File: src/rtl/efc_map.vh
// constants for the e1 framer conditioning block
`ifndef EFC_MAP_VH
`define EFC_MAP_VH
// line type codes
`define EFC_LINE_UNFRAMED 2'h0
`define EFC_LINE_CRC4_ON 2'h1
`define EFC_LINE_CRC4_OFF 2'h2
// operation mode codes
`define EFC_OPM_TRANSPARENT 2'h0
`define EFC_OPM_FRACTIONAL 2'h1
`define EFC_OPM_FRAC_CAS 2'h2
// reset defaults, ais pattern and fifo depth
`define EFC_IDLE_DEFAULT 8'h7E
`define EFC_COND_DATA_DEFAULT 8'hFF
`define EFC_COND_ABCD_DEFAULT 4'h1
`define EFC_AIS_BYTE 8'hFF
`define EFC_AIS_ABCD 4'hF
`define EFC_FIFO_DEPTH 16
`endif

File: src/rtl/efc_conditioner.v
// e1 framer mode selection and fault conditioning
`include "efc_map.vh"
module efc_conditioner #(
    parameter FIFO_DEPTH = `EFC_FIFO_DEPTH,
    parameter FIFO_AW = 4
) (
    // clock and reset
    input wire i_core_clk,
    input wire i_reset,
    // configuration
    input wire [1:0] i_line_type,
    input wire i_cas_enable,
    input wire i_uplink_fail_ais,
    input wire [7:0] i_idle_code,
    input wire [7:0] i_cond_data,
    input wire [3:0] i_cond_abcd,
    input wire i_cfg_load,
    // fault status
    input wire i_line_los,
    input wire i_line_lof,
    input wire i_line_ais,
    input wire i_buf_overrun,
    input wire i_buf_underrun,
    input wire i_uplink_fail,
    // packet to line stream
    input wire i_pkt_valid,
    output wire o_pkt_ready,
    input wire [7:0] i_pkt_data,
    input wire [3:0] i_pkt_abcd,
    input wire i_pkt_slot_used,
    // line transmit
    output reg o_tx_valid,
    input wire i_tx_ready,
    output reg [7:0] o_tx_data,
    output reg [3:0] o_tx_abcd,
    // line to packet stream
    input wire i_rx_valid,
    input wire [7:0] i_rx_data,
    input wire [3:0] i_rx_abcd,
    output reg o_ip_valid,
    output reg [7:0] o_ip_data,
    output reg [3:0] o_ip_abcd,
    // framer configuration and status
    output reg o_crc4_mf,
    output reg o_cas_mf,
    output reg o_passthru,
    output reg [1:0] o_op_mode,
    output reg o_tx_cond_active,
    output reg o_ip_cond_active
);
    // ------------------------------------------------------------
    // configuration registers
    // ------------------------------------------------------------
    reg [1:0] line_type_reg;
    reg cas_en_reg;
    reg up_ais_reg;
    reg [7:0] idle_reg;
    reg [7:0] cdata_reg;
    reg [3:0] cabcd_reg;

    always @(posedge i_core_clk or posedge i_reset) begin
        if (i_reset) begin
            line_type_reg <= `EFC_LINE_CRC4_ON;
            cas_en_reg <= 1'b1;
            up_ais_reg <= 1'b0;
            idle_reg <= `EFC_IDLE_DEFAULT;
            cdata_reg <= `EFC_COND_DATA_DEFAULT;
            cabcd_reg <= `EFC_COND_ABCD_DEFAULT;
        end else if (i_cfg_load) begin
            line_type_reg <= i_line_type;
            cas_en_reg <= i_cas_enable;
            up_ais_reg <= i_uplink_fail_ais;
            idle_reg <= i_idle_code;
            cdata_reg <= i_cond_data;
            cabcd_reg <= i_cond_abcd;
        end
    end

    // ------------------------------------------------------------
    // framer mode decode
    // ------------------------------------------------------------
    wire unframed;
    assign unframed = (line_type_reg == `EFC_LINE_UNFRAMED);

    always @(posedge i_core_clk or posedge i_reset) begin
        if (i_reset) begin
            o_crc4_mf <= 1'b1;
            o_cas_mf <= 1'b1;
            o_passthru <= 1'b0;
            o_op_mode <= `EFC_OPM_FRAC_CAS;
        end else begin
            o_crc4_mf <= (line_type_reg == `EFC_LINE_CRC4_ON);
            o_passthru <= unframed;
            if (unframed) begin
                o_cas_mf <= 1'b0;
                o_op_mode <= `EFC_OPM_TRANSPARENT;
            end else if (cas_en_reg) begin
                o_cas_mf <= 1'b1;
                o_op_mode <= `EFC_OPM_FRAC_CAS;
            end else begin
                o_cas_mf <= 1'b0;
                o_op_mode <= `EFC_OPM_FRACTIONAL;
            end
        end
    end

    // ------------------------------------------------------------
    // fault qualification, live levels so recovery is immediate
    // ------------------------------------------------------------
    wire buf_fault;
    wire line_fault;
    wire tx_ais;
    wire tx_cond;
    assign buf_fault = i_buf_overrun || i_buf_underrun;
    assign line_fault = i_line_los || i_line_lof || i_line_ais;
    // unframed mode: buffer faults and los toward the line become ais; in any mode uplink fail becomes ais when up_ais_reg is set
    assign tx_ais = (unframed && (buf_fault || i_line_los)) ||
                    (i_uplink_fail && up_ais_reg);
    assign tx_cond = !unframed && (buf_fault ||
                     (i_uplink_fail && !up_ais_reg));

    // ------------------------------------------------------------
    // ais toward the ip path
    // ------------------------------------------------------------
    wire ip_ais;
    // unframed mode: los toward the ip path becomes ais
    assign ip_ais = unframed && i_line_los;

    // ------------------------------------------------------------
    // line-bound fifo
    // ------------------------------------------------------------
    wire [12:0] fifo_out;
    wire fifo_valid;
    efc_fifo #(
        .WIDTH(13),
        .DEPTH(FIFO_DEPTH),
        .AW(FIFO_AW)
    ) u_fifo (
        .i_core_clk(i_core_clk),
        .i_reset(i_reset),
        .i_in_valid(i_pkt_valid),
        .o_in_ready(o_pkt_ready),
        .i_in_data({i_pkt_slot_used, i_pkt_abcd, i_pkt_data}),
        .o_out_valid(fifo_valid),
        .i_out_ready(i_tx_ready || !o_tx_valid),
        .o_out_data(fifo_out)
    );

    // ------------------------------------------------------------
    // transmit toward the e1 line
    // ------------------------------------------------------------
    wire take;
    assign take = fifo_valid && (i_tx_ready || !o_tx_valid);

    always @(posedge i_core_clk or posedge i_reset) begin
        if (i_reset) begin
            o_tx_valid <= 1'b0;
            o_tx_data <= 8'h00;
            o_tx_abcd <= 4'h0;
            o_tx_cond_active <= 1'b0;
        end else begin
            o_tx_cond_active <= tx_ais || tx_cond;
            if (take) begin
                o_tx_valid <= 1'b1;
                if (tx_ais) begin
                    o_tx_data <= `EFC_AIS_BYTE;
                    o_tx_abcd <= `EFC_AIS_ABCD;
                end else if (tx_cond) begin
                    o_tx_data <= cdata_reg;
                    o_tx_abcd <= cabcd_reg;
                end else if (!unframed && !fifo_out[12]) begin
                    o_tx_data <= idle_reg;
                    o_tx_abcd <= fifo_out[11:8];
                end else begin
                    o_tx_data <= fifo_out[7:0];
                    o_tx_abcd <= fifo_out[11:8];
                end
            end else if (i_tx_ready) begin
                o_tx_valid <= 1'b0;
            end
        end
    end

    // ------------------------------------------------------------
    // transmit toward the ip path
    // ------------------------------------------------------------
    always @(posedge i_core_clk or posedge i_reset) begin
        if (i_reset) begin
            o_ip_valid <= 1'b0;
            o_ip_data <= 8'h00;
            o_ip_abcd <= 4'h0;
            o_ip_cond_active <= 1'b0;
        end else begin
            o_ip_valid <= i_rx_valid;
            o_ip_cond_active <= ip_ais ||
                                (!unframed && line_fault);
            if (i_rx_valid) begin
                if (ip_ais) begin
                    o_ip_data <= `EFC_AIS_BYTE;
                    o_ip_abcd <= `EFC_AIS_ABCD;
                end else if (!unframed && line_fault) begin
                    o_ip_data <= cdata_reg;
                    o_ip_abcd <= cabcd_reg;
                end else begin
                    o_ip_data <= i_rx_data;
                    o_ip_abcd <= i_rx_abcd;
                end
            end
        end
    end
endmodule

File: src/rtl/efc_fifo.v
// synchronous fifo for the line-bound data path
module efc_fifo #(
    parameter WIDTH = 13,
    parameter DEPTH = 16,
    parameter AW = 4
) (
    // clock and reset
    input wire i_core_clk,
    input wire i_reset,
    // write side
    input wire i_in_valid,
    output wire o_in_ready,
    input wire [WIDTH-1:0] i_in_data,
    // read side
    output wire o_out_valid,
    input wire i_out_ready,
    output reg [WIDTH-1:0] o_out_data
);
    reg [WIDTH-1:0] mem_reg [0:DEPTH-1];
    reg [AW-1:0] wr_ptr_reg;
    reg [AW-1:0] rd_ptr_reg;
    reg [AW:0] count_reg;
    reg out_full_reg;
    wire push;
    wire pop_mem;
    wire load_out;
    wire [AW:0] held;

    // words in memory plus the output register
    assign held = count_reg + {{AW{1'b0}}, out_full_reg};
    assign o_in_ready = (held != DEPTH[AW:0]);
    assign push = i_in_valid && o_in_ready;
    assign o_out_valid = out_full_reg;
    // output register refills when empty or being taken
    assign load_out = (count_reg != {(AW+1){1'b0}}) &&
                      (!out_full_reg || i_out_ready);
    assign pop_mem = load_out;

    always @(posedge i_core_clk) begin
        if (push) begin
            mem_reg[wr_ptr_reg] <= i_in_data;
        end
    end

    always @(posedge i_core_clk or posedge i_reset) begin
        if (i_reset) begin
            wr_ptr_reg <= {AW{1'b0}};
            rd_ptr_reg <= {AW{1'b0}};
            count_reg <= {(AW+1){1'b0}};
            out_full_reg <= 1'b0;
            o_out_data <= {WIDTH{1'b0}};
        end else begin
            if (push) begin
                wr_ptr_reg <= wr_ptr_reg + 1'b1;
            end
            if (pop_mem) begin
                rd_ptr_reg <= rd_ptr_reg + 1'b1;
                o_out_data <= mem_reg[rd_ptr_reg];
                out_full_reg <= 1'b1;
            end else if (i_out_ready) begin
                out_full_reg <= 1'b0;
            end
            case ({push, pop_mem})
                2'b10: count_reg <= count_reg + 1'b1;
                2'b01: count_reg <= count_reg - 1'b1;
                default: count_reg <= count_reg;
            endcase
        end
    end
endmodule

File: config.mk
export PLATFORM = sky130hd
export DESIGN_NAME = efc_conditioner
export DESIGN_NICKNAME = d
export VERILOG_FILES = /design/src/rtl/efc_conditioner.v /design/src/rtl/efc_fifo.v
export VERILOG_INCLUDE_DIRS = /design/src /design/src/rtl
export SDC_FILE = /design/constraint.sdc
export NUM_CORES = 1
export LEC_CHECK = 0
export ABC_CLOCK_PERIOD_IN_PS = 10090
export BUFFER_PORTS_ARGS = -buffer_cell sky130_fd_sc_hd__buf_2
export CORE_ASPECT_RATIO = 1.5
export CORE_UTILIZATION = 60
export CTS_CLUSTER_DIAMETER = 50
export DETAILED_ROUTE_END_ITERATION = 12
export PLACE_DENSITY = 0.85
export SLEW_MARGIN = 20
export SYNTH_ARGS = -nofsm -noshare
export SYNTH_HDL_FRONTEND = slang
export SYNTH_SLANG_ARGS = --single-unit
File: constraint.sdc
create_clock -name i_core_clk -period 10.09 [get_ports i_core_clk]
set_input_delay 0 -clock i_core_clk [delete_from_list [all_inputs] [get_ports i_core_clk]]
set_output_delay 0 -clock i_core_clk [all_outputs]
set_load 0.1 [all_outputs]
# [After elaboration in Yosys (flattened, before gate mapping)]
# Memories as Yosys holds them, arrays and structs flattened. A register that Yosys moved wholly into a read port is not among the register bits.
# Index checks and enable logic that the tools add are counted.
[classes] reduce_logical=30 add_sub_neg=5 muxes=20 n_eq_ne=4
[op_table] cell="2-to-1 mux 8 bit" n=5
[op_table] cell="2-to-1 mux 4 bit" n=4
[op_table] cell="logical AND 1 bit" n=10
[op_table] cell="logical OR 1 bit" n=10
[op_table] cell="case mux 5 bit (2 select lines)" n=1
[op_table] cell="adder 4 x 1 -> 4 bit (second input constant)" n=2
[op_table] cell="2-to-1 mux 1 bit" n=8
[op_table] cell="nonzero test 2 bit" n=3
[op_table] cell="adder 5 x 1 -> 5 bit" n=1
[op_table] cell="adder 5 x 1 -> 5 bit (second input constant)" n=1
[op_table] cell="logical NOT 1 bit" n=5
[op_table] cell="!= test 5 bit (second input constant)" n=1
[op_table] cell="nonzero test 5 bit" n=1
[op_table] cell="subtractor 5 x 1 -> 5 bit (second input constant)" n=1
[op_table] cell="== test 2 x 1 -> 1 bit (second input constant)" n=2
[op_table] cell="2-to-1 mux 2 bit" n=2
[op_table] cell="== test 2 bit (second input constant)" n=1
[op_table] cell="logical NOT 2 bit" n=1
[totals] n_memories=1 reg_bits=71 inputBits=61 out_inout_bits=34 mem_bits_rw=208
[mem_list] name="u_fifo.mem_reg" depth=16 width=13 rd=1 rd_clocked_by_memory_dff=1 write_ports=1 line_no="efc_fifo.v:19" rtl="reg [WIDTH-1:0] mem_reg [0:DEPTH-1];"

# [Depth between registers and ports, before layout]
# Gate-level depths: netlist of run 1.
[logic_depth] ltp_word=6 depth_mapped=14 mapped_depth_nobuf=13

# [Modules after synthesis]
# From an unflattened synthesis of run 1, not the netlist that was laid out.
[hier_totals] hier_cells=642 area_unflattened_um2=11802.6
[modules_own_cells] module="efc_fifo" seq_area_each_um2=6921.6 n_inst=1 area_each_um2=9351.5 cells_per_inst=453
[modules_own_cells] module="efc_conditioner" seq_area_each_um2=1425.1 n_inst=1 area_each_um2=2451.1 cells_per_inst=189

# [Worst setup path after synthesis of run 1]
# No wires, ideal clock.
[synth_path] kind="flip-flop to flip-flop" startpoint="reg u_fifo.count_reg[0]" endpoint="reg u_fifo.count_reg[4]" setup_slack_ns=6.561 t_required_ns=9.967 path_stages_with_launch=15 setup_time_ns=0.123 n_path_buf=1 arrival_time_ns=3.407 cell_sequence="dfrtp_1 ha_1 ha_1 or3_1 a211o_1 o21ai_4 buf_4 ha_1 inv_1 fa_1 nor2b_1 o21ai_0 nand3_1 or3b_2 xnor2_1"
[synth_between] elab_chain_cells=5 elab_cells_between_ends=11 cone_classes="add/sub: 3; eq/ne: 3; mux: 1; reduce/logical: 4"
[synth_rtl] item="start: declaration" line_no="efc_fifo.v:22" rtl="reg [AW:0] count_reg;"
[synth_rtl] item="start signal: assignment" line_no="efc_fifo.v:49" rtl="count_reg <= {(AW+1){1'b0}};"
[synth_rtl] item="start signal: assignment" line_no="efc_fifo.v:64" rtl="2'b10: count_reg <= count_reg + 1'b1;"
[synth_rtl] item="start signal: assignment" line_no="efc_fifo.v:65" rtl="2'b01: count_reg <= count_reg - 1'b1;"
[synth_rtl] item="adder 5 x 1 -> 5 bit" line_no="efc_fifo.v:30" rtl="assign held = count_reg + {{AW{1'b0}}, out_full_reg};"
[synth_rtl] item="!= test 5 bit" line_no="efc_fifo.v:31" rtl="assign o_in_ready = (held != DEPTH[AW:0]);"
[synth_rtl] item="logical AND 1 bit" line_no="efc_fifo.v:32" rtl="assign push = i_in_valid && o_in_ready;"
[synth_rtl] item="== test 2 x 1 -> 1 bit or == test 2 bit (tied branches)" line_no="efc_fifo.v:63" rtl="case ({push, pop_mem})"
[synth_rtl] item="case mux 5 bit (2 select lines) or nonzero test 2 bit (tied branches)"
# Parallel ways exist; a longest one is shown, timed or not.
# A chain may end at the register's enable or synchronous reset.

# [Worst setup path after layout of run 1]
# Ends and elaborated chain as after synthesis.

==> metrics list, run 1 <==
* Syn Nets: 755
* Skew final: 0.0125 ns
- By area, the combinational part of the netlist is dominated by multiplexers.
* Maximum fanout encountered on the critical timing path: 16
- In the final layout, the share of cells above drive strength 1 is 0.303.
- In the finished design, the share of the clock period the worst path needs comes to 0.416.
- The root buffer cell chosen for the clock tree is sky130_fd_sc_hd__clkbuf_16.
- Number of distinct library cells after synthesis: 46
- The run finished with clean final reports.
- The floorplan has 62 rows.
* Static leakage: 5.13 nW
- At the end of routability-driven placement, the weighted congestion stood at 0.759.
- Aggregate routed wire length: 27.8 mm
- Summed over all layers, the global routing overflow is 0.
* Register bit total from synthesis: 291
* Die X: 116 um
* Clock transition at the registers of the reported paths: 0.07 ns
- 95 I/O pins were placed.
- Post-route cell area: 14200 um2
- Maximum buffer depth of the clock tree: 3
- The first global-routing pass estimated 42.2 mm of wire.
- Top flip-flop cell by instance count after synthesis: sky130_fd_sc_hd__edfxtp_1
- Number of vias per cell after detailed routing: 6.20
- Number of max-cap violations: 0
- Across every metal layer, demand over resource in global routing totals 0.284.
* Normalized max-slew margin: 0.359
- Final-report setup violation count: 0
- Counting flops with a built-in enable in the synthesized netlist gives 208.
- The worst setup path is launched from a flip-flop.
- Layout overhead on the synthesized area: 20.1%
* Compound-Gate Fraction of Synth Area: 0.0461
- Initial standard-cell utilization of the core: 0.615
* Number of flip-flops under the largest register name: 208
- The worst setup path is of the reg2reg kind.
- For the pin with the worst max-slew slack, the measured transition is 0.962 ns.
* Number of hold violations in the final report: 0
* Post-Route Utilization: 0.739
- Unrepaired setup endpoints after global routing: no
- The cell that appears most often on the critical path is sky130_fd_sc_hd__ha_1.
- Synthesis produced a netlist whose cell count is 682.
- After detailed routing, the average wire length per cell comes to 24.6 um.
* P per Cell Area: 272 nW/um2
- Total design power: 3.84 mW
- Tmin final: 4.20 ns
- Insertion delay of the later-clocked pin in the worst-skew pair: 0.53 ns
* Warnings from Yosys: 0
- Post-synthesis instance area: 11800 um2
- Core area: 19200 um2
- Overall die area: 20200 um2
* Htree depth: 1
- Master of the slowest instance on the critical path: sky130_fd_sc_hd__o21ai_4
- From bottom edge to top edge, the die measures 174 um.
* Peak supply drop: 0.166 mV
- Based on the critical path, the design can be clocked at up to 238 MHz.
* Total negative slack for setup checks: 0 ns
- Number of DRC markers in iteration 0: 649
- TritonCTS built the clock tree.
* Port Buf Inserts: 94
- Summing over every cut layer, the via total after detailed routing is 6999.
- The number of global-route vias before repair is 7551.
- For this run, the slowest stage of the critical path takes 0.54 ns.
- Clock tree synthesis found a total of 291 sinks.
- Largest net degree at the start of global routing: 84
* Post-detailed-route DRC marker count: 0
- STA classifies the critical path endpoint as a flip-flop.
- Post-CTS repair changed the size of 0 cells.
- For the worst setup path, the data arrival time is 4.62 ns.
- Share of synthesized registers carrying an async set or reset: 0.285
- Counting the buffers created by CTS gives 26.
- Of the total synthesized cell area, the portion taken by AND, OR, NAND and NOR gates is 0.0443.
- The portion of synthesized area spent on multiplexers is 0.154.
* Number of nets in the layout: 925
* HPWL reported at the end of detailed placement: 14.8 mm
* Standard cell area after detailed placement: 12400 um2
- The count of nets left with antenna violations once routing finished came out at 0.
- In this run the mean area of a mapped cell was 17.3 um2.
* Chain of cells forming the critical path: ha_1 > ha_1 > or3_1 > a211o_1 > o21ai_4 > ha_1 > inv_1 > fa_1 > nor2b_1 > o21ai_0 > nand3_1 > or3b_2 > xnor2_1
- Before antenna repair, the detailed router went through 5 iterations.
- For the worst setup path, the data required time is 10.50 ns.
* Adder-cell share of the synthesized area: 0.0134
* Initial antenna violation count: 1
- Final number of max-transition violations: 0
- The tightest min-delay check is of the in2reg type.
* Post-synthesis xor/xnor area fraction: 0.00743
- Of the synthesized area, sequential elements account for 0.708.
[repair_timing]
action | 4_1_cts | 5_1_grt
setup buffers | 0 | 0
hold buffers | 77 | 0
hold endpoints to repair | 314 | 0
[synthesized netlist by cell type (3+ instances only)]
cell type,number,area share
sky130_fd_sc_hd__o22a_1,12,0.0089
sky130_fd_sc_hd__a31oi_1,9,0.0048
sky130_fd_sc_hd__nand3_1,7,0.0030
sky130_fd_sc_hd__clkbuf_1,15,0.0048
sky130_fd_sc_hd__nand2_1,57,0.018
sky130_fd_sc_hd__nor3_1,3,0.0013
sky130_fd_sc_hd__dfstp_2,19,0.042
sky130_fd_sc_hd__buf_1,5,0.0016
sky130_fd_sc_hd__xnor2_1,7,0.0052
sky130_fd_sc_hd__ha_1,11,0.012
sky130_fd_sc_hd__and2_1,8,0.0042
sky130_fd_sc_hd__o21ai_1,21,0.0089
sky130_fd_sc_hd__edfxtp_1,208,0.53
sky130_fd_sc_hd__o21ai_0,20,0.0085
sky130_fd_sc_hd__nor2_1,23,0.0073
sky130_fd_sc_hd__dfrtp_1,64,0.14
sky130_fd_sc_hd__xor2_1,3,0.0022
sky130_fd_sc_hd__mux4_2,47,0.090
sky130_fd_sc_hd__nor2b_1,4,0.0021
sky130_fd_sc_hd__mux4_1,5,0.011
sky130_fd_sc_hd__buf_4,6,0.0038
sky130_fd_sc_hd__nor4_1,3,0.0016
sky130_fd_sc_hd__o221ai_1,11,0.0082
sky130_fd_sc_hd__a21oi_1,3,0.0013
sky130_fd_sc_hd__buf_2,9,0.0038
sky130_fd_sc_hd__mux2_2,42,0.040
sky130_fd_sc_hd__mux2i_1,14,0.012
sky130_fd_sc_hd__nand2b_1,3,0.0016
sky130_fd_sc_hd__inv_1,22,0.0070
[kinds of logic after synthesis]
group,count (synthesis)
flip-flops,291
XOR/XNOR,10
AND/OR/NAND/NOR,116
AO/OA/AOI/OAI,83
buffers and inverters,61
adder cells (fa/ha/maj),12
multiplexers,109
[power by group]
part	total, mW	internal [mW]	switching (mW)
Clock	1.03	0.603	0.424
Combinational	1.20	0.482	0.719
Sequential	1.62	1.47	0.145
[cell usage in the layout (no fill, tap or decap), types with 5 or more instances in the layout]
cell type                       synthesis  layout
sky130_fd_sc_hd__mux4_2                47      47
sky130_fd_sc_hd__edfxtp_1             208     208
sky130_fd_sc_hd__dfrtp_1               64      63
sky130_fd_sc_hd__xnor2_1                7       7
sky130_fd_sc_hd__inv_1                 22      21
sky130_fd_sc_hd__buf_4                  6       8
sky130_fd_sc_hd__a31oi_1                9       9
sky130_fd_sc_hd__o21ai_1               21      20
sky130_fd_sc_hd__dfstp_2               19      19
sky130_fd_sc_hd__o221ai_1              11      11
sky130_fd_sc_hd__ha_1                  11      11
sky130_fd_sc_hd__mux2_2                42      42
sky130_fd_sc_hd__dlygate4sd3_1          0      77
sky130_fd_sc_hd__clkbuf_1              15       9
sky130_fd_sc_hd__and2_1                 8       8
sky130_fd_sc_hd__clkbuf_16              0      27
sky130_fd_sc_hd__o21ai_0               20      20
sky130_fd_sc_hd__nand3_1                7       7
sky130_fd_sc_hd__buf_2                  9      94
sky130_fd_sc_hd__nand2_1               57      57
sky130_fd_sc_hd__mux4_1                 5       5
sky130_fd_sc_hd__o22a_1                12      12
sky130_fd_sc_hd__mux2i_1               14      14
sky130_fd_sc_hd__nor2_1                23      19
[stage by stage]
step	instances	hold slack [ns]	setup slack, ns
after global routing	1129	0.114	5.72
after detailed placement	1002	0.242	6.06
after CTS	1127	0.0740	6.02
final	1129	0.107	5.89
after global placement	1002	0.236	6.27
after floorplan	682	0.0314	6.56
[per-layer routing]
| metal | global-route usage | part of all wire |
|---|---|---|
| met1 | 0.327 | 0.36 |
| met2 | 0.504 | 0.54 |
| met3 | 0.0486 | 0.058 |
| met4 | 0.136 | 0.046 |
| met5 | 0 | 0 |
[worst max-delay path: cells and delay by family, from the launching register on]
family | cells | cell delay, ns
compound gates | 3 | 0.98
simple gates | 4 | 1.02
fa+ha+maj | 4 | 1.34
xor+xnor | 1 | 0.14
flops | 1 | 0.48
buf+inv | 1 | 0.13
[worst paths after layout]
check | startpoint | endpoint | slack, ns | cells past startpoint
worst min-delay path | i_cfg_load | idle_reg[2] | 0.11 | 2
worst max register to register | u_fifo.count_reg[0] | u_fifo.count_reg[4] | 5.89 | 13
max in group asynchronous | i_reset | u_fifo.rd_ptr_reg[0] | 9.33 | 4
worst max-delay path | u_fifo.count_reg[0] | u_fifo.count_reg[4] | 5.89 | 13
min in group asynchronous | i_reset | up_ais_reg | 0.20 | 4
worst min register to register | cas_en_reg | o_cas_mf | 0.49 | 1
[final cells by class]
| type | count | area [um2] |
|---|---|---|
| flip-flops and latches | 291 | 8350 |
| fillers | 1024 | 5010 |
| multi-input cells | 330 | 3170 |
| repair buffers | 181 | 1340 |
| clock buffers | 37 | 723 |
| well taps | 256 | 320 |
| clock inverters | 11 | 165 |
| inverters | 22 | 83.8 |
| diodes | 1 | 2.50 |
No activity file was read; power rests on OpenSTA's default activity.
==> run 2, diff against run 1 <==
ABC_CLOCK_PERIOD_IN_PS = 4000   (was 10090)
CORE_UTILIZATION = 59   (was 60)
PLACE_DENSITY = 0.84   (was 0.85)
clock period = 4 ns   (was 10.09 ns; I/O delays follow)
==> metrics list, run 2 (synthesis results as in run 1) <==
* Die outline height: 175 um
* Number of DRC markers in iteration 0: 599
- Largest net degree at the start of global routing: 61
* Initial antenna violation count: 1
- Hold crit path type: in2reg
* Leading cell types in the layout, fill and taps excluded: sky130_fd_sc_hd__edfxtp_1 (208), sky130_fd_sc_hd__buf_2 (94), sky130_fd_sc_hd__dlygate4sd3_1 (79), sky130_fd_sc_hd__dfrtp_1 (62), sky130_fd_sc_hd__nand2_1 (57)
- The share of total power dissipated in combinational logic is 0.302.
* Weighted congestion at the end of routability-driven global placement: 0.856
- Static leakage: 5.18 nW
- The tree is rooted in a sky130_fd_sc_hd__clkbuf_16.
- Setup repair after global routing left no endpoint under its margin.
* Net switching power: 3.19 mW
* HPWL reported at the end of detailed placement: 15.4 mm
- In this run, placement finished with an instance count of 1011.
- The final route contains 6937 vias.
* Final global-route overflow total: 0
- After detailed routing, the total wire length is 26.4 mm.
- The number of global-route vias before repair was 7627.
- The library cell used most frequently in the layout, excluding fill and tap cells, is sky130_fd_sc_hd__edfxtp_1.
* Worst path arrival time: 4.15 ns
* Layout overhead on the synthesized area: 20.4%
- Normalized max-slew margin: 0.417
* Fin cells: 1139
- Status: completed
* Worst R2R Path Depth: 13
- Core area: 19400 um2
- Htree depth: 1
* Final worst-path cycle share: 0.933
- Of the total power, the share spent switching nets is 0.332.
- Detailed-routing iteration count for the pre-antenna-repair pass: 6
- Number of resized instances in the post-cts repair step: 0
- The floorplan has 62 rows.
* Number of top-level pins: 95
- In the final layout, the share of cells above drive strength 1 is 0.307.
- For this run, the share of the core covered by cells in the final layout is 0.731.
* Tmin final: 3.73 ns
- Maximum buffer depth of the clock tree: 3
* Post-detailed-route DRC marker count: 0
- Hold WS: 0.133 ns
- Number of stages on the worst hold path: 2
- Peak Freq: 268 MHz
- Part of the power in registers: 0.432
* Worst Setup End Kind: flip-flop
- Number of flip-flops under the largest register name: 208
- CP required: 4.41 ns
- In this run the power density over the cells is 677 nW/um2.
- Setup total negative slack on the finished layout was measured at 0 ns.
- The worst setup path is launched from a flip-flop.
* Number of nets in the layout: 935
* Total of fill cells in the finished design: 1085
* Peak supply drop: 0.510 mV
- Overall die area: 20500 um2
* Final number of max-transition violations: 0
* Clock power share: 0.266
- Post-route cell area: 14200 um2
- Category of the most critical setup path: reg2reg
- For the worst-skew pair, the clock arrives at the later sink with an insertion delay of 0.53 ns.
* Total routing resource utilization after global routing: 0.268
* Worst-Margin Slew: 0.874 ns
- After clock tree synthesis, the clock-pin slew on the worst setup and hold paths is 0.07 ns.
- Initial standard-cell utilization of the core: 0.607
- Antenna-violating nets left: 0
- Max-cap violations in this run came to 0.
- Wire length of the first global-routing pass: 41.7 mm
- Number of buffers inserted during clock tree synthesis: 26
- In this run the register-to-register setup slack is 0.27 ns.
- Number of hold violations in the final report: 0
* Number of vias per cell after detailed routing: 6.09
- In this run, post-CTS hold repair placed 79 buffers.
- Buffers added to address setup during post-CTS repair amount to 0.
- Of all nets on the critical path, the largest fanout is 6.
* Die X: 117 um
- Final-report setup violation count: 0
- TritonCTS built the clock tree.
- After detailed placement, the total cell area comes to 12500 um2.
- Sink count of the clock tree: 291
* Port Buf Inserts: 94
- Internal power comes to 6.41 mW.
* Wirelength per Cell: 23.2 um
* Post-Place Setup Slack: 0.378 ns
- Total power for the finished layout comes to 9.60 mW.
* Skew final: 0.0108 ns
- In the post-route analysis, the smallest setup slack over all paths is 0.268 ns.
==> run 2: cell count changes in the layout (fill, tap and decap cells not counted), moves of 2 or more <==
| cell | delta |
|---|---|
| sky130_fd_sc_hd__nor2_2 | -4 |
| sky130_fd_sc_hd__dlygate4sd3_1 | +2 |
| sky130_fd_sc_hd__clkinv_1 | +4 |
| sky130_fd_sc_hd__clkbuf_1 | -6 |
| sky130_fd_sc_hd__clkinv_2 | +3 |
| sky130_fd_sc_hd__nor2_1 | +4 |
| sky130_fd_sc_hd__buf_4 | +10 |
==> run 2: path summary, 6_finish.rpt <==
check,end,start
max,u_fifo.count_reg[4],u_fifo.count_reg[0]
min,cdata_reg[1],i_cfg_load
max reg2reg,u_fifo.count_reg[4],u_fifo.count_reg[0]
min reg2reg,u_fifo.o_out_data[0],u_fifo.o_out_data[0]
max in group asynchronous,cdata_reg[0],i_reset
min in group asynchronous,o_tx_cond_active,i_reset
==> run 2: power by group through the flow <==
stage	Clock, mW	Sequential [mW]	Combinational [mW]
2_1_floorplan	0	4.37	1.93
3_3_place_gp	0	4.14	2.61
3_5_place_dp	0	4.19	2.74
4_1_cts	2.60	4.14	2.88
5_1_grt	2.69	4.20	3.08
6_report	2.55	4.15	2.89
==> run 2: layout make-up <==
class / count / area [um2] / area share
sequential: 291 / 8350 / 0.589
multi-input combinational: 330 / 3150 / 0.222
timing repair buffer: 191 / 1400 / 0.0984
clock buffer: 30 / 687 / 0.0484
tap: 256 / 320 / 0.0226
clock inverter: 18 / 196 / 0.0138
inverter: 22 / 85.1 / 0.00600
antenna: 1 / 2.50 / 0.000176
==> run 2: worst max-delay path, stage by stage, from the launching register on <==
cell and delay (ns):
sky130_fd_sc_hd__dfrtp_1 0.47, sky130_fd_sc_hd__ha_1 0.26, sky130_fd_sc_hd__ha_1 0.20, sky130_fd_sc_hd__or3_1 0.34
sky130_fd_sc_hd__a211o_1 0.33, sky130_fd_sc_hd__o21ai_4 0.17, sky130_fd_sc_hd__ha_1 0.28, sky130_fd_sc_hd__inv_1 0.13
sky130_fd_sc_hd__fa_1 0.47, sky130_fd_sc_hd__nor2b_1 0.12, sky130_fd_sc_hd__o21ai_0 0.13, sky130_fd_sc_hd__nand3_1 0.12
sky130_fd_sc_hd__or3b_2 0.46, sky130_fd_sc_hd__xnor2_1 0.14
==> run 2: routing by layer <==
metal | vias to the layer above | share of wire | global-route usage
met4 | 0 | 0.043 | 0.144
met1 | 3483 | 0.35 | 0.299
li1 | 2985 | - | -
met3 | 93 | 0.056 | 0.0352
met2 | 376 | 0.55 | 0.493
met5 | - | 0 | 0
==> run 3, diff against run 2 <==
ABC_AREA = 1   (was default)
CORE_UTILIZATION = 60   (was 59)
PLACE_DENSITY = 0.85   (was 0.84)
==> metrics list, run 3 <==
* Chain of cells forming the critical path: ha_1 > ha_1 > inv_1 > nand2_1 > nor2_1 > nand4_1 > nand2_2 > ha_1 > inv_1 > fa_1 > inv_1 > nand2_1 > nand2_1 > a21oi_1 > xor2_1 > nand2_1 > nand2_1
- Across the whole layout, storage elements account for 8350 um2.
- Overall die area: 21800 um2
- Launch instance of the worst register-to-register path: u_fifo.count_reg[0]
* Total routing resource utilization after global routing: 0.278
- Post-Synth Simple-Gate Area: 0.193
- Ranking of synthesized cells by instance count: sky130_fd_sc_hd__nand2_1 (381), sky130_fd_sc_hd__edfxtp_1 (208), sky130_fd_sc_hd__inv_1 (207)
- Detailed placement ended at an HPWL of 17.4 mm.
- Worst path arrival time: 3.29 ns
* Fin cells: 1707
* Met3 track demand over resource in global routing: 0.0408
- The setup path with the least slack is of type reg2reg.
- After synthesis, the largest family of logic cells by area is simple AND/OR/NAND/NOR gates.
* Master of the slowest instance on the critical path: sky130_fd_sc_hd__fa_1
* Number of top-level pins: 95
- Sequential share of the synthesized area: 0.655
- Number of distinct library cells after synthesis: 32
* Clock transition at the registers of the reported paths: 0.07 ns
- Total negative slack for setup checks: 0 ns
- Top cells by area in the synthesized netlist: sky130_fd_sc_hd__edfxtp_1 (49%), sky130_fd_sc_hd__dfrtp_1 (13%), sky130_fd_sc_hd__nand2_1 (11%)
* Total of fill cells in the finished design: 1338
- Once placement completed, the tool counted placed cells totaling 1592.
* Top Family by Delay on Critical Path: adder cells
- Cell type with the largest total area after synthesis: sky130_fd_sc_hd__edfxtp_1
- Combinational Power Share: 0.367
* Critical path's most frequent cell: sky130_fd_sc_hd__nand2_1
- For the worst-skew pair, the clock arrives at the later sink with an insertion delay of 0.53 ns.
- Once routing completed, OpenROAD measured the worst setup slack at 1.14 ns.
- At the end of the flow, the number of nets in the layout was 1498.
- CTS built an H-tree with a depth of 1.
* Hold crit path type: in2reg
- Final-report setup violation count: 0
- Routed vias: 9283
- Antenna diodes: 0
- Number of global-route vias before repair: 9573
- Worst-Margin Slew: 1.10 ns
- Clock tree synthesis selected as its root buffer the cell sky130_fd_sc_hd__clkbuf_16.
* Status: completed
* Wire length of the first global-routing pass: 47.2 mm
- Hold Path End: idle_reg[6]
- Detailed-routing iteration count for the pre-antenna-repair pass: 5
* Worst r2r dst: u_fifo.count_reg[4]
* Compound-Gate Fraction of Synth Area: 0.0375
- Clock power share: 0.237
- Number of max-cap violations: 0
* Part of the power in registers: 0.396
* Post-detailed-route DRC marker count: 0
- The worst hold path begins at i_cfg_load.
- Number of rows created at floorplan: 64
- Setup repair after global routing left no endpoint under its margin.
* Die outline height: 181 um
* Most common library cell in the layout ignoring fill and taps: sky130_fd_sc_hd__nand2_1
* Syn Nets: 1342
- Hold WS: 0.0121 ns
- In this run the worst path has a maximum fanout of 7.
* Most used standard cell by instance count after synthesis: sky130_fd_sc_hd__nand2_1
- Initial standard-cell utilization of the core: 0.619
* Leading cell types in the layout, fill and taps excluded: sky130_fd_sc_hd__nand2_1 (381), sky130_fd_sc_hd__edfxtp_1 (208), sky130_fd_sc_hd__inv_1 (206), sky130_fd_sc_hd__nand3_1 (164), sky130_fd_sc_hd__buf_2 (94)
* Register bit total from synthesis: 291
- Met2 Usage GRT: 0.495
- Tmin final: 2.86 ns
- Post-route cell area: 14900 um2
* CP required: 4.43 ns
* Die X: 121 um
- Layout overhead on the synthesized area: 16.8%
* R2R Setup Slk: 1.14 ns
* Post-Place Setup Slack: 1.17 ns
- Final global-route overflow total: 0
- EDFF count, synth: 208
- Of the total synthesized cell area, the portion taken by full adders, half adders and majority gates is 0.0124.
- Routability-driven placement finished with a final weighted congestion of 0.892.
- Share of synthesized registers carrying an async set or reset: 0.285
- The worst hold path was traced through 3 stages.
- Number of buffers inserted during clock tree synthesis: 26
- Largest net degree at the start of global routing: 106
* Share of the synthesized area in the top cell type: 0.490
- The multi-input combinational cells in the finished layout cover a total of 3280 um2.
- Final worst-path cycle share: 0.714
* Critical Path Max Stage Delay: 0.44 ns
* Aggregate routed wire length: 29.2 mm
* Static leakage: 6.69 nW
- Input and output buffers added on the ports amount to 94.
- P per Cell Area: 681 nW/um2
- Of the total synthesized cell area, the portion taken by XOR and XNOR cells is 0.00618.
* Total design power: 10.1 mW
- For this run, the number of Yosys warnings is 0.
- After detailed routing, the average wire length per cell comes to 17.1 um.
- The first routing iteration left 745 violations.
* Maximum buffer depth of the clock tree: 3
* Layer with the highest usage: met2
* Net switching fraction of the power: 0.400
- The number of antenna violations at the first check in global routing was 0.
* Number of vias per cell after detailed routing: 5.44
- Met1 routing resource usage after global routing: 0.318
- Counting every sink on the clock net gives 291.
- Final number of max-transition violations: 0
* Cell count after synthesis: 1269
- Once placement finished, the instance area stood at 13400 um2.
* Mean Syn Cell Area: 10.0 um2
- Net switching power: 4.05 mW
* Number of resized instances in the post-cts repair step: 0
- Skew final: 0.0117 ns
- For this run, the share of the core covered by cells in the final layout is 0.723.
- The count of endpoints failing hold in the final timing report was 0.
* Worst Setup End Kind: flip-flop
- Pint: 6.08 mW
- Kind of start point of the critical path: flip-flop
- Clock tree from TritonCTS: built
- Core area: 20600 um2
* Peak supply drop: 0.416 mV
- Worst R2R Path Depth: 17
- Antenna-violating nets left: 0
* Top flip-flop cell by instance count after synthesis: sky130_fd_sc_hd__edfxtp_1
- Share of post-route cells with drive strength above 1: 0.131
- The register with the most flip-flops in the layout has 208 of them.
* Post-synthesis instance area: 12700 um2
* Peak Freq: 350 MHz
- The number of buffers and inverters on the critical path is 3.
- Multiplexer fraction of the synthesized cell area: 0.00795
- Normalized max-slew margin: 0.268
==> run 3: cell count changes in the layout (fill, tap and decap cells not counted), sizes merged, moves of 10 or more <==
| cell | previous run | this run |
|---|---|---|
| mux4 | 52 | 0 |
| nand2 | 57 | 384 |
| mux2i | 14 | 0 |
| o22ai | 0 | 11 |
| o221ai | 11 | 0 |
| inv | 22 | 209 |
| dlygate4sd3 | 79 | 69 |
| a21oi | 3 | 19 |
| nor2 | 23 | 46 |
| mux2 | 43 | 9 |
| nand3 | 7 | 164 |
==> run 3: area by class of cell <==
| cell class | count | share of cell area |
|---|---|---|
| repair buffers | 184 | 0.0886 |
| flip-flops and latches | 291 | 0.561 |
| clock buffers | 33 | 0.0469 |
| multi-input cells | 711 | 0.220 |
| inverters | 211 | 0.0535 |
| well taps | 264 | 0.0222 |
| clock inverters | 13 | 0.00732 |
==> run 3: kinds of logic after synthesis <==
group / after synthesis
and+or+nand+nor: 596
xor gates and xnor gates: 9
adders and majority gates: 12
DFF: 291
buffers and inverters: 267
muxes: 9
AOI/OAI and AO/OA: 85
==> run 3: worst max path at each step <==
stage                              from                  end  slack [ns]  cells past startpoint
floorplan           u_fifo.count_reg[0]  u_fifo.count_reg[4]        0.18                     17
global placement    u_fifo.count_reg[0]  u_fifo.count_reg[4]        1.22                     17
detailed placement  u_fifo.count_reg[0]  u_fifo.count_reg[4]        1.17                     17
CTS                 u_fifo.count_reg[0]  u_fifo.count_reg[4]        1.15                     17
global route        u_fifo.count_reg[0]  u_fifo.count_reg[4]        0.80                     17
finish              u_fifo.count_reg[0]  u_fifo.count_reg[4]        1.14                     17
==> run 3: power by group through the flow <==
stage / sequential, mW / combinational (mW) / clock, mW
global route: 4.06 / 4.11 / 2.53
global placement: 4.04 / 3.48 / 0
CTS: 4.00 / 3.68 / 2.42
detailed placement: 4.06 / 3.58 / 0
floorplan: 4.55 / 2.29 / 0
finish: 4.02 / 3.72 / 2.40
==> run 3: timing repair <==
action,4_1_cts,5_1_grt
endpoints found under the hold margin,297,0
setup buffers,0,0
hold buffers,69,0
==> run 3: layer usage <==
metal / routed length [um] / vias up
li1: - / 4394
met1: 10600 / 4343
met2: 15300 / 442
met3: 1990 / 104
met4: 1330 / 0
met5: 0 / -
==> run 3: worst register-to-register path, stage by stage, from the launching register on <==
cell and delay (ns):
sky130_fd_sc_hd__dfrtp_1 0.42, sky130_fd_sc_hd__ha_1 0.23, sky130_fd_sc_hd__ha_1 0.28, sky130_fd_sc_hd__inv_1 0.05
sky130_fd_sc_hd__nand2_1 0.05, sky130_fd_sc_hd__nor2_1 0.10, sky130_fd_sc_hd__nand4_1 0.15, sky130_fd_sc_hd__nand2_2 0.16
sky130_fd_sc_hd__ha_1 0.29, sky130_fd_sc_hd__inv_1 0.10, sky130_fd_sc_hd__fa_1 0.44, sky130_fd_sc_hd__inv_1 0.07
sky130_fd_sc_hd__nand2_1 0.06, sky130_fd_sc_hd__nand2_1 0.06, sky130_fd_sc_hd__a21oi_1 0.06, sky130_fd_sc_hd__xor2_1 0.14
sky130_fd_sc_hd__nand2_1 0.06, sky130_fd_sc_hd__nand2_1 0.04
